<file path="config.mk">
export PLATFORM = sky130hd
export DESIGN_NAME = cisl_irq_status
export DESIGN_NICKNAME = d
export VERILOG_FILES = /design/src/rtl/cisl_pkg.sv /design/src/rtl/cisl_irq_driver.sv /design/src/rtl/cisl_irq_status.sv
export SDC_FILE = /design/constraint.sdc
export NUM_CORES = 1
export LEC_CHECK = 0
export ABC_AREA = 0
export BUFFER_PORTS_ARGS = -buffer_cell sky130_fd_sc_hd__buf_4
export CORE_AREA = 2 2 96 98
export CTS_CLUSTER_DIAMETER = 50
export CTS_CLUSTER_SIZE = 40
export DETAILED_ROUTE_END_ITERATION = 16
export DIE_AREA = 0 0 98 100
export GPL_TIMING_DRIVEN = 0
export PLACE_DENSITY_LB_ADDON = 0.08
export SKIP_LAST_GASP = 1
export SLEW_MARGIN = 10
export SYNTH_ARGS = -nofsm -noshare
export SYNTH_HDL_FRONTEND = slang
export SYNTH_SLANG_ARGS = --single-unit
</file>
<file path="constraint.sdc">
create_clock -name mclk_in -period 1.95 [get_ports mclk_in]
set_input_delay 0.0975 -clock mclk_in [delete_from_list [all_inputs] [get_ports mclk_in]]
set_output_delay 0.0975 -clock mclk_in [all_outputs]
set_load 0.01 [all_outputs]
</file>
<file path="src/rtl/cisl_pkg.sv">
// constants and types for the codec interrupt status logic
// Summary of operation
// key-press mask 1 suppresses, 0 passes
// clock-loss mask 1 suppresses, 0 passes
// mic-detect mask 1 suppresses, 0 passes
// jack-eject mask 1 suppresses, 0 passes
// jack-insert mask 1 suppresses, 0 passes
// flag for short-circuit shutdown event
// flag for impedance measurement completion
// separate key release and key press flags
// flag for missing master clock
// flag for microphone or headset detected
// eject code: 00 clear, 01 seen, 10 cancelled
// insert code: 00 clear, 01 seen, 10 cancelled
// writing ones clears matching flags only
// clear bit 0 or 1 clears insert code
// clear bit 2 or 3 clears eject code
// short-circuit disable bit blocks its interrupt
// impedance disable bit blocks its interrupt
// line polarity: 1 active high, 0 low
// line driver enabled only while enable set
// line active while enabled unmasked flag pending
package cisl_pkg;
	localparam logic [7:0] ADDR_MASK = 8'h0f;
	localparam logic [7:0] ADDR_STATUS = 8'h10;
	localparam logic [7:0] ADDR_CLEAR = 8'h11;
	localparam logic [7:0] ADDR_DISABLE = 8'h12;

	localparam int unsigned BIT_JACK_INS_LO = 0;
	localparam int unsigned BIT_JACK_INS_HI = 1;
	localparam int unsigned BIT_JACK_EJ_LO = 2;
	localparam int unsigned BIT_JACK_EJ_HI = 3;
	localparam int unsigned BIT_MIC = 4;
	localparam int unsigned BIT_CLK_LOSS = 5;
	localparam int unsigned BIT_KEY_PRESS = 6;
	localparam int unsigned BIT_KEY_REL = 7;
	localparam int unsigned BIT_IMPEDANCE = 8;
	localparam int unsigned BIT_SHORT = 9;
	localparam int unsigned BIT_LINE_OE = 11;
	localparam int unsigned BIT_LINE_POL = 15;

	localparam logic [15:0] MASK_RESET = 16'h0000;
	localparam logic [15:0] DISABLE_RESET = 16'hffff;
	localparam logic [15:0] SOURCE_BITS = 16'h03ff;

	localparam logic [1:0] JACK_CLEAR = 2'h0;
	localparam logic [1:0] JACK_SEEN = 2'h1;
	localparam logic [1:0] JACK_CANCEL = 2'h2;

	typedef struct packed {
		logic short_circuit;
		logic impedance;
		logic key_release;
		logic key_press;
		logic clock_loss;
		logic mic_detect;
		logic jack_eject;
		logic jack_insert;
	} cisl_evt_t;

	typedef struct packed {
		logic wr;
		logic rd;
		logic [7:0] addr;
		logic [15:0] wdata;
	} cisl_reg_req_t;
endpackage

</file>
<file path="src/rtl/cisl_irq_driver.sv">
// interrupt line driver with polarity and output enable
`timescale 1ns/10ps
`default_nettype none
module cisl_irq_driver (
	input wire logic mclk_in,
	input wire logic sys_rst_in,
	input wire logic req_in,
	input wire logic polarity_in,
	input wire logic enable_in,
	output logic line_out,
	output logic line_oe_out
);
	typedef struct packed {
		logic line;
		logic oe;
	} cisl_drv_state_t;

	cisl_drv_state_t s;
	cisl_drv_state_t next_s;

	always_comb begin
		next_s = s;
		next_s.line = polarity_in ? req_in : ~req_in;
		next_s.oe = enable_in;
	end

	always_ff @(posedge mclk_in) begin
		if (sys_rst_in) begin
			s <= '0;
		end else begin
			s <= next_s;
		end
	end

	assign line_out = s.line;
	assign line_oe_out = s.oe;
endmodule
`default_nettype wire

</file>
<file path="src/rtl/cisl_irq_status.sv">
// interrupt status, mask, clear and disable registers of the codec
`timescale 1ns/10ps
`default_nettype none
module cisl_irq_status (
	input wire logic mclk_in,
	input wire logic sys_rst_in,
	input wire cisl_pkg::cisl_evt_t events_in,
	input wire cisl_pkg::cisl_reg_req_t reg_req_in,
	output logic [15:0] reg_rdata_out,
	output logic irq_line_out,
	output logic irq_line_oe_out
);
	typedef struct packed {
		logic [15:0] mask;
		logic [15:0] disable_ctrl;
		logic short_circuit_shutdown_flag;
		logic impedance_measure_flag;
		logic key_release_flag;
		logic key_press_flag;
		logic clock_loss_flag;
		logic mic_detect_flag;
		logic [1:0] jack_eject_state;
		logic [1:0] jack_insert_state;
		logic [15:0] rdata;
	} cisl_state_t;

	cisl_state_t s;
	cisl_state_t next_s;
	logic [15:0] clr;
	logic [15:0] status_word;
	logic [15:0] live_bits;
	logic irq_req;
	logic set_short;
	logic set_imp;
	logic set_keyr;
	logic set_keyp;
	logic set_clk;
	logic set_mic;
	logic set_ins;
	logic set_ej;

	// new event wins over cancel, cancel wins over a software clear
	function automatic logic [1:0] jack_next(input logic [1:0] cur, input logic own_evt,
			input logic other_evt, input logic clr_hit);
		logic [1:0] r;
		r = cur;
		if (own_evt) begin
			r = cisl_pkg::JACK_SEEN;
		end else if (other_evt && cur == cisl_pkg::JACK_SEEN) begin
			r = cisl_pkg::JACK_CANCEL;
		end else if (clr_hit) begin
			r = cisl_pkg::JACK_CLEAR;
		end
		return r;
	endfunction

	function automatic logic reg_hit(input cisl_pkg::cisl_reg_req_t q, input logic [7:0] a);
		return q.wr && q.addr == a;
	endfunction

	// the lower bit of each jack pair gates both code bits
	function automatic logic [15:0] pair_gate(input logic [15:0] w);
		logic [15:0] r;
		r = w;
		r[cisl_pkg::BIT_JACK_INS_HI] = w[cisl_pkg::BIT_JACK_INS_LO];
		r[cisl_pkg::BIT_JACK_EJ_HI] = w[cisl_pkg::BIT_JACK_EJ_LO];
		return r;
	endfunction

	always_comb begin
		status_word = '0;
		status_word[cisl_pkg::BIT_JACK_INS_HI:cisl_pkg::BIT_JACK_INS_LO] = s.jack_insert_state;
		status_word[cisl_pkg::BIT_JACK_EJ_HI:cisl_pkg::BIT_JACK_EJ_LO] = s.jack_eject_state;
		status_word[cisl_pkg::BIT_MIC] = s.mic_detect_flag;
		status_word[cisl_pkg::BIT_CLK_LOSS] = s.clock_loss_flag;
		status_word[cisl_pkg::BIT_KEY_PRESS] = s.key_press_flag;
		status_word[cisl_pkg::BIT_KEY_REL] = s.key_release_flag;
		status_word[cisl_pkg::BIT_IMPEDANCE] = s.impedance_measure_flag;
		status_word[cisl_pkg::BIT_SHORT] = s.short_circuit_shutdown_flag;
	end

	// pending, enabled and unmasked sources drive the request
	assign live_bits = status_word & ~pair_gate(s.mask) & ~pair_gate(s.disable_ctrl)
		& cisl_pkg::SOURCE_BITS;
	assign irq_req = |live_bits;

	// a disabled source never raises its flag
	assign set_short = events_in.short_circuit && !s.disable_ctrl[cisl_pkg::BIT_SHORT];
	assign set_imp = events_in.impedance && !s.disable_ctrl[cisl_pkg::BIT_IMPEDANCE];
	assign set_keyr = events_in.key_release && !s.disable_ctrl[cisl_pkg::BIT_KEY_REL];
	assign set_keyp = events_in.key_press && !s.disable_ctrl[cisl_pkg::BIT_KEY_PRESS];
	assign set_clk = events_in.clock_loss && !s.disable_ctrl[cisl_pkg::BIT_CLK_LOSS];
	assign set_mic = events_in.mic_detect && !s.disable_ctrl[cisl_pkg::BIT_MIC];
	assign set_ins = events_in.jack_insert && !s.disable_ctrl[cisl_pkg::BIT_JACK_INS_LO];
	assign set_ej = events_in.jack_eject && !s.disable_ctrl[cisl_pkg::BIT_JACK_EJ_LO];

	assign clr = reg_hit(reg_req_in, cisl_pkg::ADDR_CLEAR) ? reg_req_in.wdata : 16'h0000;

	always_comb begin
		next_s = s;
		// set wins over clear on every flag
		next_s.short_circuit_shutdown_flag = set_short
			| (s.short_circuit_shutdown_flag & ~clr[cisl_pkg::BIT_SHORT]);
		next_s.impedance_measure_flag = set_imp
			| (s.impedance_measure_flag & ~clr[cisl_pkg::BIT_IMPEDANCE]);
		next_s.key_release_flag = set_keyr | (s.key_release_flag & ~clr[cisl_pkg::BIT_KEY_REL]);
		next_s.key_press_flag = set_keyp | (s.key_press_flag & ~clr[cisl_pkg::BIT_KEY_PRESS]);
		next_s.clock_loss_flag = set_clk | (s.clock_loss_flag & ~clr[cisl_pkg::BIT_CLK_LOSS]);
		next_s.mic_detect_flag = set_mic | (s.mic_detect_flag & ~clr[cisl_pkg::BIT_MIC]);
		next_s.jack_insert_state = jack_next(s.jack_insert_state, set_ins, events_in.jack_eject,
			clr[cisl_pkg::BIT_JACK_INS_LO] | clr[cisl_pkg::BIT_JACK_INS_HI]);
		next_s.jack_eject_state = jack_next(s.jack_eject_state, set_ej, events_in.jack_insert,
			clr[cisl_pkg::BIT_JACK_EJ_LO] | clr[cisl_pkg::BIT_JACK_EJ_HI]);
		if (reg_hit(reg_req_in, cisl_pkg::ADDR_MASK)) begin
			next_s.mask = reg_req_in.wdata;
		end
		if (reg_hit(reg_req_in, cisl_pkg::ADDR_DISABLE)) begin
			next_s.disable_ctrl = reg_req_in.wdata;
		end
		if (reg_req_in.rd) begin
			case (reg_req_in.addr)
				cisl_pkg::ADDR_MASK: next_s.rdata = s.mask;
				cisl_pkg::ADDR_STATUS: next_s.rdata = status_word;
				cisl_pkg::ADDR_DISABLE: next_s.rdata = s.disable_ctrl;
				default: next_s.rdata = 16'h0000;
			endcase
		end
	end

	always_ff @(posedge mclk_in) begin
		if (sys_rst_in) begin
			s <= '0;
			s.mask <= cisl_pkg::MASK_RESET;
			s.disable_ctrl <= cisl_pkg::DISABLE_RESET;
		end else begin
			s <= next_s;
		end
	end

	assign reg_rdata_out = s.rdata;

	cisl_irq_driver u_driver (
		.mclk_in(mclk_in),
		.sys_rst_in(sys_rst_in),
		.req_in(irq_req),
		.polarity_in(s.mask[cisl_pkg::BIT_LINE_POL]),
		.enable_in(s.mask[cisl_pkg::BIT_LINE_OE]),
		.line_out(irq_line_out),
		.line_oe_out(irq_line_oe_out)
	);
endmodule
`default_nettype wire

</file>
==> flow_summary.yaml, run 1 <==
worst_setup_path:
  rrSetupSlack_ns: 0.40
  crit_type: "in2reg"
  cpPeakStageDelay_ns: 0.56
  path_buf_inv: 3
  critPathLaunchType: "input port"
  cp_max_fo: 10
  reg2reg_to: "u_driver.line_out"
  critPathCaptureType: "flip-flop"
  reg2reg_from: "s[30]"
  reg2reg_depth: 4
  crit_chain: "buf_4, or3_4, buf_6, nor4_4, clkbuf_1, a22oi_1, o21ai_0"
  worstPathRequired_ns: 2.21
  cp_top_family: "simple AND/OR/NAND/NOR gates"
  slowest_stage: "clkbuf_1"
  cp.arrival_ns: 2.03
worst_hold_path:
  min_path_type: "in2reg"
  hp-start: "reg_req_in[14]"
  hold_end: "s[56]"
  min_path_cells: 3
synth:
  yosysTopAreaCellShare_pct: 45.4
  synth_fp_nets: 327
  yosysWarningCount: 0
  synth_top_flop_cell: "dfxtp_1"
  synthXorXnorAreaFrac_pct: 0
  yosys.area_share.adder_pct: 0
  synthMuxAreaShare_pct: 10.3
  synthTopCellsByCount: "dfxtp_1, nor2_1, mux2i_1"
  yosys-top-cells-area: "dfxtp_1, mux2i_1, nor2_1"
  yosysTopAreaCell: "dfxtp_1"
  synth-seq-cells: 60
  synthSimpleGateAreaFrac_pct: 19.7
  avgSynthCellArea_um2: 9.10
  synth_area_um2: 2650
  synth.most_common_cell: "dfxtp_1"
  synth_cells: 291
  synth_compound_area_share_pct: 15.4
  synth_cell_types: 28
  synth_edf_count: 0
  synth-async-reset-ratio_pct: 0
  synth_top_family_by_area: "simple AND/OR/NAND/NOR gates"
  yosysSeqAreaShare_pct: 45.4
cells_and_area:
  postLayoutCoreUtil_pct: 38.4
  design_area_um2: 3410
  final_nets: 396
  areaGrowthSynthToFinish_pct: 28.9
  nFillCells: 938
  drive_gt1_share_pct: 26.4
  antenna_cells: 0
  finalNonFillerCells: 474
placement:
  hpwl_mm: 5.11
  dp.cells: 454
  placed_area_um2: 3180
  gp_congestion: 0.758
  port_buffers: 52
floorplanning:
  dieArea_um2: 9800
  die_h_um: 100
  rows: 35
  initial_core_util_pct: 29.8
  core-area_um2: 8890
  ioPinCount: 54
  die_x_um: 98
sta:
  final_max_slew_viol_count: 0
  tns_ns: 0
  fin_crit_ns: 1.78
  clock_skew_ns: 0.00509
  max_freq_mhz: 563
  setup_viol: 0
  worst_pin_slew_ns: 1.07
  report.final.hold_viol_count: 0
  rsz0062_at_grt: "false"
  hold_slack_ns: 0.00939
  min_period_over_period_pct: 91.0
  slew_headroom_pct: 27.7
route:
  wl_met3_um: 418
  drt_iter0_drc: 81
  first_pass_iters: 5
  drt_drc_violations_left: 0
  top_layer_used: "met4"
  vias_per_cell: 4.73
  routed_wl_mm: 7.46
  wl_met2_mm: 3.28
  met1_length_mm: 3.65
  wl_per_cell_um: 15.7
  vias: 2242
  postRouteAntennaNets: 0
global_route:
  grt_max_degree: 11
  grtUsageTotal_pct: 15.7
  grt.overflow.total: 0
  grt_pass1_wl_mm: 11.6
  grt_pass1_vias: 2130
  antenna_found_initial: 0
power:
  ir_drop_v: 0.000316
  power_leakage_uw: 0.00139
  powerDensity_nw_per_um2: 710
clock_tree:
  clkSlewWorstSetupHoldPaths_ns: 0.07
  cts-root-buf: "clkbuf_8"
  cts_buffers: 9
  cts_resized: 0
  clk_latency_ns: 0.34
  ctsHoldBuffers: 6
  clockBufferDepth: 2
  clock_sinks: 60
  cts_tree: "done"
  htreeDepth: 3
  cts_setup_buffers: 0
job:
  drv_cap: 0
status:
  status: "finished clean"
registers in the layout (all words and copies together) (netlist names):
register,count
u_driver.line_out,1
u_driver.line_oe_out,1
s,42
reg_rdata_out,16
worst max path at each step:
stage | from | endpoint | slack (ns) | cells past startpoint
after global routing | reg_req_in[21] | s[50] | 0.12 | 7
after CTS | reg_req_in[21] | reg_rdata_out[7] | 0.21 | 7
after floorplan | reg_req_in[21] | s[44] | 0.31 | 6
after detailed placement | reg_req_in[21] | reg_rdata_out[7] | -0.15 | 7
final | reg_req_in[21] | reg_rdata_out[7] | 0.17 | 7
after global placement | reg_req_in[21] | reg_rdata_out[7] | -0.16 | 7
cell usage in the layout (no fill, tap or decap), drive strengths merged, types with 12 or more instances in the layout:
cell | synthesis | routed
a21oi | 22 | 22
a22oi | 16 | 16
buf | 23 | 75
clkbuf | 10 | 22
dfxtp | 60 | 60
mux2i | 25 | 25
nand2b | 13 | 13
nor2 | 37 | 37
nor3 | 12 | 12
o21ai | 18 | 18
layout make-up:
cell class                      count  area [µm²]  share of cell area, %
Clock buffer                       12         165                   4.84
Multi-Input combinational cell    189        1200                   35.2
Clock inverter                      2        10.0                  0.293
Timing Repair Buffer               58         450                   13.2
Tap cell                          111         139                   4.07
Buffer                             33         210                   6.16
Sequential cell                    60        1200                   35.2
Inverter                            9        33.8                  0.990
metrics by stage:
stage | setup slack, ns | total power, µW
6_report | 0.175 | 2420
5_1_grt | 0.119 | 2530
4_1_cts | 0.206 | 2450
3_5_place_dp | -0.148 | 1420
3_3_place_gp | -0.158 | 1420
2_1_floorplan | 0.313 | 1320
kinds of logic (layout without fill, tap and decap cells):
family,after synthesis,count (layout)
compound gates,66,66
buf+inv,42,114
flops,60,60
mux,27,27
simple gates,96,96
tightest hold or removal path, delay by kind of cell:
family	cells	cell delay [ns]
buffers and inverters	1	0.09
AND/OR/NAND/NOR	1	0.07
multiplexers	1	0.06
routing by layer:
layer	up-vias	track usage, %
li1	1134	-
met1	1041	21.9
met2	58	23.4
met3	9	3.69
met4	0	6.41
met5	-	0
power breakdown:
part	internal (µW)	leakage (µW)	switching [µW]	total, µW
Sequential	1230	0.000484	1.66	1230
Clock	547	0.0000941	473	1020
Combinational	81.0	0.000808	92.2	173
Power figures use the tool's default switching activity.
==> run 2, diff against run 1 <==
Settings changed: REMOVE_ABC_BUFFERS set to 1.
==> run 2 against run 1 <==
Compared with the run above: sequential cell count unchanged; highest routed layer unchanged; sequential share of layout area up 0.56 points; core utilization down 0.61 points; total power up 11%; fmax down 0.94%.
==> flow_summary.yaml, run 2 (synthesis gave the netlist of run 1 again) <==
sta:
  tns_ns: 0
  clock_skew_ns: 0.00831
  max_freq_mhz: 558
  setup_viol: 0
  fin_crit_ns: 1.79
  slew_headroom_pct: 25.3
  final_max_slew_viol_count: 0
  rsz0062_at_grt: "false"
  report.final.hold_viol_count: 0
  min_period_over_period_pct: 91.9
  worst_pin_slew_ns: 1.11
floorplanning:
  dieArea_um2: 9800
  ioPinCount: 54
  core-area_um2: 8890
  die_h_um: 100
  initial_core_util_pct: 29.8
  die_x_um: 98
  rows: 35
clock_tree:
  cts_setup_buffers: 0
  cts_buffers: 9
  cts-root-buf: "clkbuf_8"
  cts_tree: "done"
  clock_sinks: 60
  clkSlewWorstSetupHoldPaths_ns: 0.07
  clk_latency_ns: 0.33
  htreeDepth: 3
  clockBufferDepth: 2
route:
  vias: 2161
  drt_drc_violations_left: 0
  vias_per_cell: 4.78
  routed_wl_mm: 6.65
  first_pass_iters: 4
  drt_iter0_drc: 85
  wl_per_cell_um: 14.7
  postRouteAntennaNets: 0
cells_and_area:
  finalNonFillerCells: 452
  antenna_cells: 0
  nFillCells: 924
  drive_gt1_share_pct: 24.0
  final_cell_mix: "dfxtp_1, buf_4, nor2_1, mux2i_1, a21oi_1"
  multiInputGateArea_um2: 1200
  layout_commonest_cell: "dfxtp_1"
  register_area_um2: 1200
  final_nets: 372
  top_register: "s"
  design_area_um2: 3360
  largest_reg_flops: 42
  areaGrowthSynthToFinish_pct: 26.8
worst_hold_path:
  min_path_cells: 3
  min_path_type: "in2reg"
placement:
  gp_congestion: 0.762
  port_buffers: 53
  dp.cells: 427
  placed_area_um2: 3030
  hpwl_mm: 4.51
worst_setup_path:
  crit_type: "in2reg"
  reg2reg_depth: 4
  cp_max_fo: 13
  cp.arrival_ns: 2.02
  critPathLaunchType: "input port"
  worstPathRequired_ns: 2.18
  critPathCaptureType: "flip-flop"
global_route:
  grt_max_degree: 60
  grt.overflow.total: 0
  grtUsageTotal_pct: 14.2
  grt_pass1_vias: 2017
  grt_pass1_wl_mm: 10.6
  antenna_found_initial: 0
power:
  powerDensity_nw_per_um2: 802
  ir_drop_v: 0.000392
  power_leakage_uw: 0.00133
status:
  status: "finished clean"
job:
  drv_cap: 0
-- run 2: final cells by class --
| class | instances | share of cell area [%] |
|---|---|---|
| Multi-Input combinational cell | 189 | 35.9 |
| Sequential cell | 60 | 35.8 |
| Timing Repair Buffer | 67 | 16.2 |
| Clock buffer | 12 | 4.92 |
| Tap cell | 111 | 4.14 |
| Clock inverter | 4 | 2.09 |
| Inverter | 9 | 1.01 |
-- run 2: final timing paths --
path / end / start / slack, ns
setup / recovery: s[31] / reg_req_in[18] / 0.16
hold / removal: s[23] / events_in[5] / 0.02
setup reg to reg: u_driver.line_out / s[30] / 0.44
hold reg to reg: reg_rdata_out[14] / s[40] / 0.45
-- run 2: critical path, stage by stage --
cell     delay (ns)
buf_4          0.11
or3b_2         0.52
nor4_4         0.56
buf_6          0.24
buf_6          0.17
nor2b_1        0.06
a211o_1        0.25
-- run 2: repair_timing --
action | in CTS | in global routing
resized for setup | 0 | 0
hold buffers | 9 | 0
endpoints found under the setup margin | 0 | 0
endpoints found under the hold margin | 9 | 0
-- run 2: stage by stage --
step / hold WS (ns) / setup slack (ns) / util [%] / total power [µW]
after floorplan: 0.167 / -0.0338 / - / 1300
after global placement: 0.322 / -0.649 / 33.5 / 1410
after detailed placement: 0.331 / -0.191 / 34.1 / 1410
after CTS: 0.00212 / 0.170 / 37.8 / 2750
after global routing: 0.0112 / 0.0345 / 37.8 / 2810
final: 0.0227 / 0.158 / 37.8 / 2690
-- run 2: power breakdown --
group / leakage, µW / total (µW) / switching, µW / internal [µW]
sequential: 0.000484 / 1230 / 1.31 / 1230
clock: 0.000122 / 1300 / 477 / 820
combinational: 0.000722 / 168 / 85.1 / 82.5
-- run 2: routing by layer --
metal / up-vias / wire (µm) / global-route usage (%) / share of wire [%]
met5: - / 0 / 0 / 0
met4: 0 / 63 / 3.85 / 0.95
met3: 5 / 365 / 4.94 / 5.5
met2: 63 / 2860 / 20.6 / 43
met1: 1000 / 3370 / 19.9 / 51
li1: 1093 / - / - / -
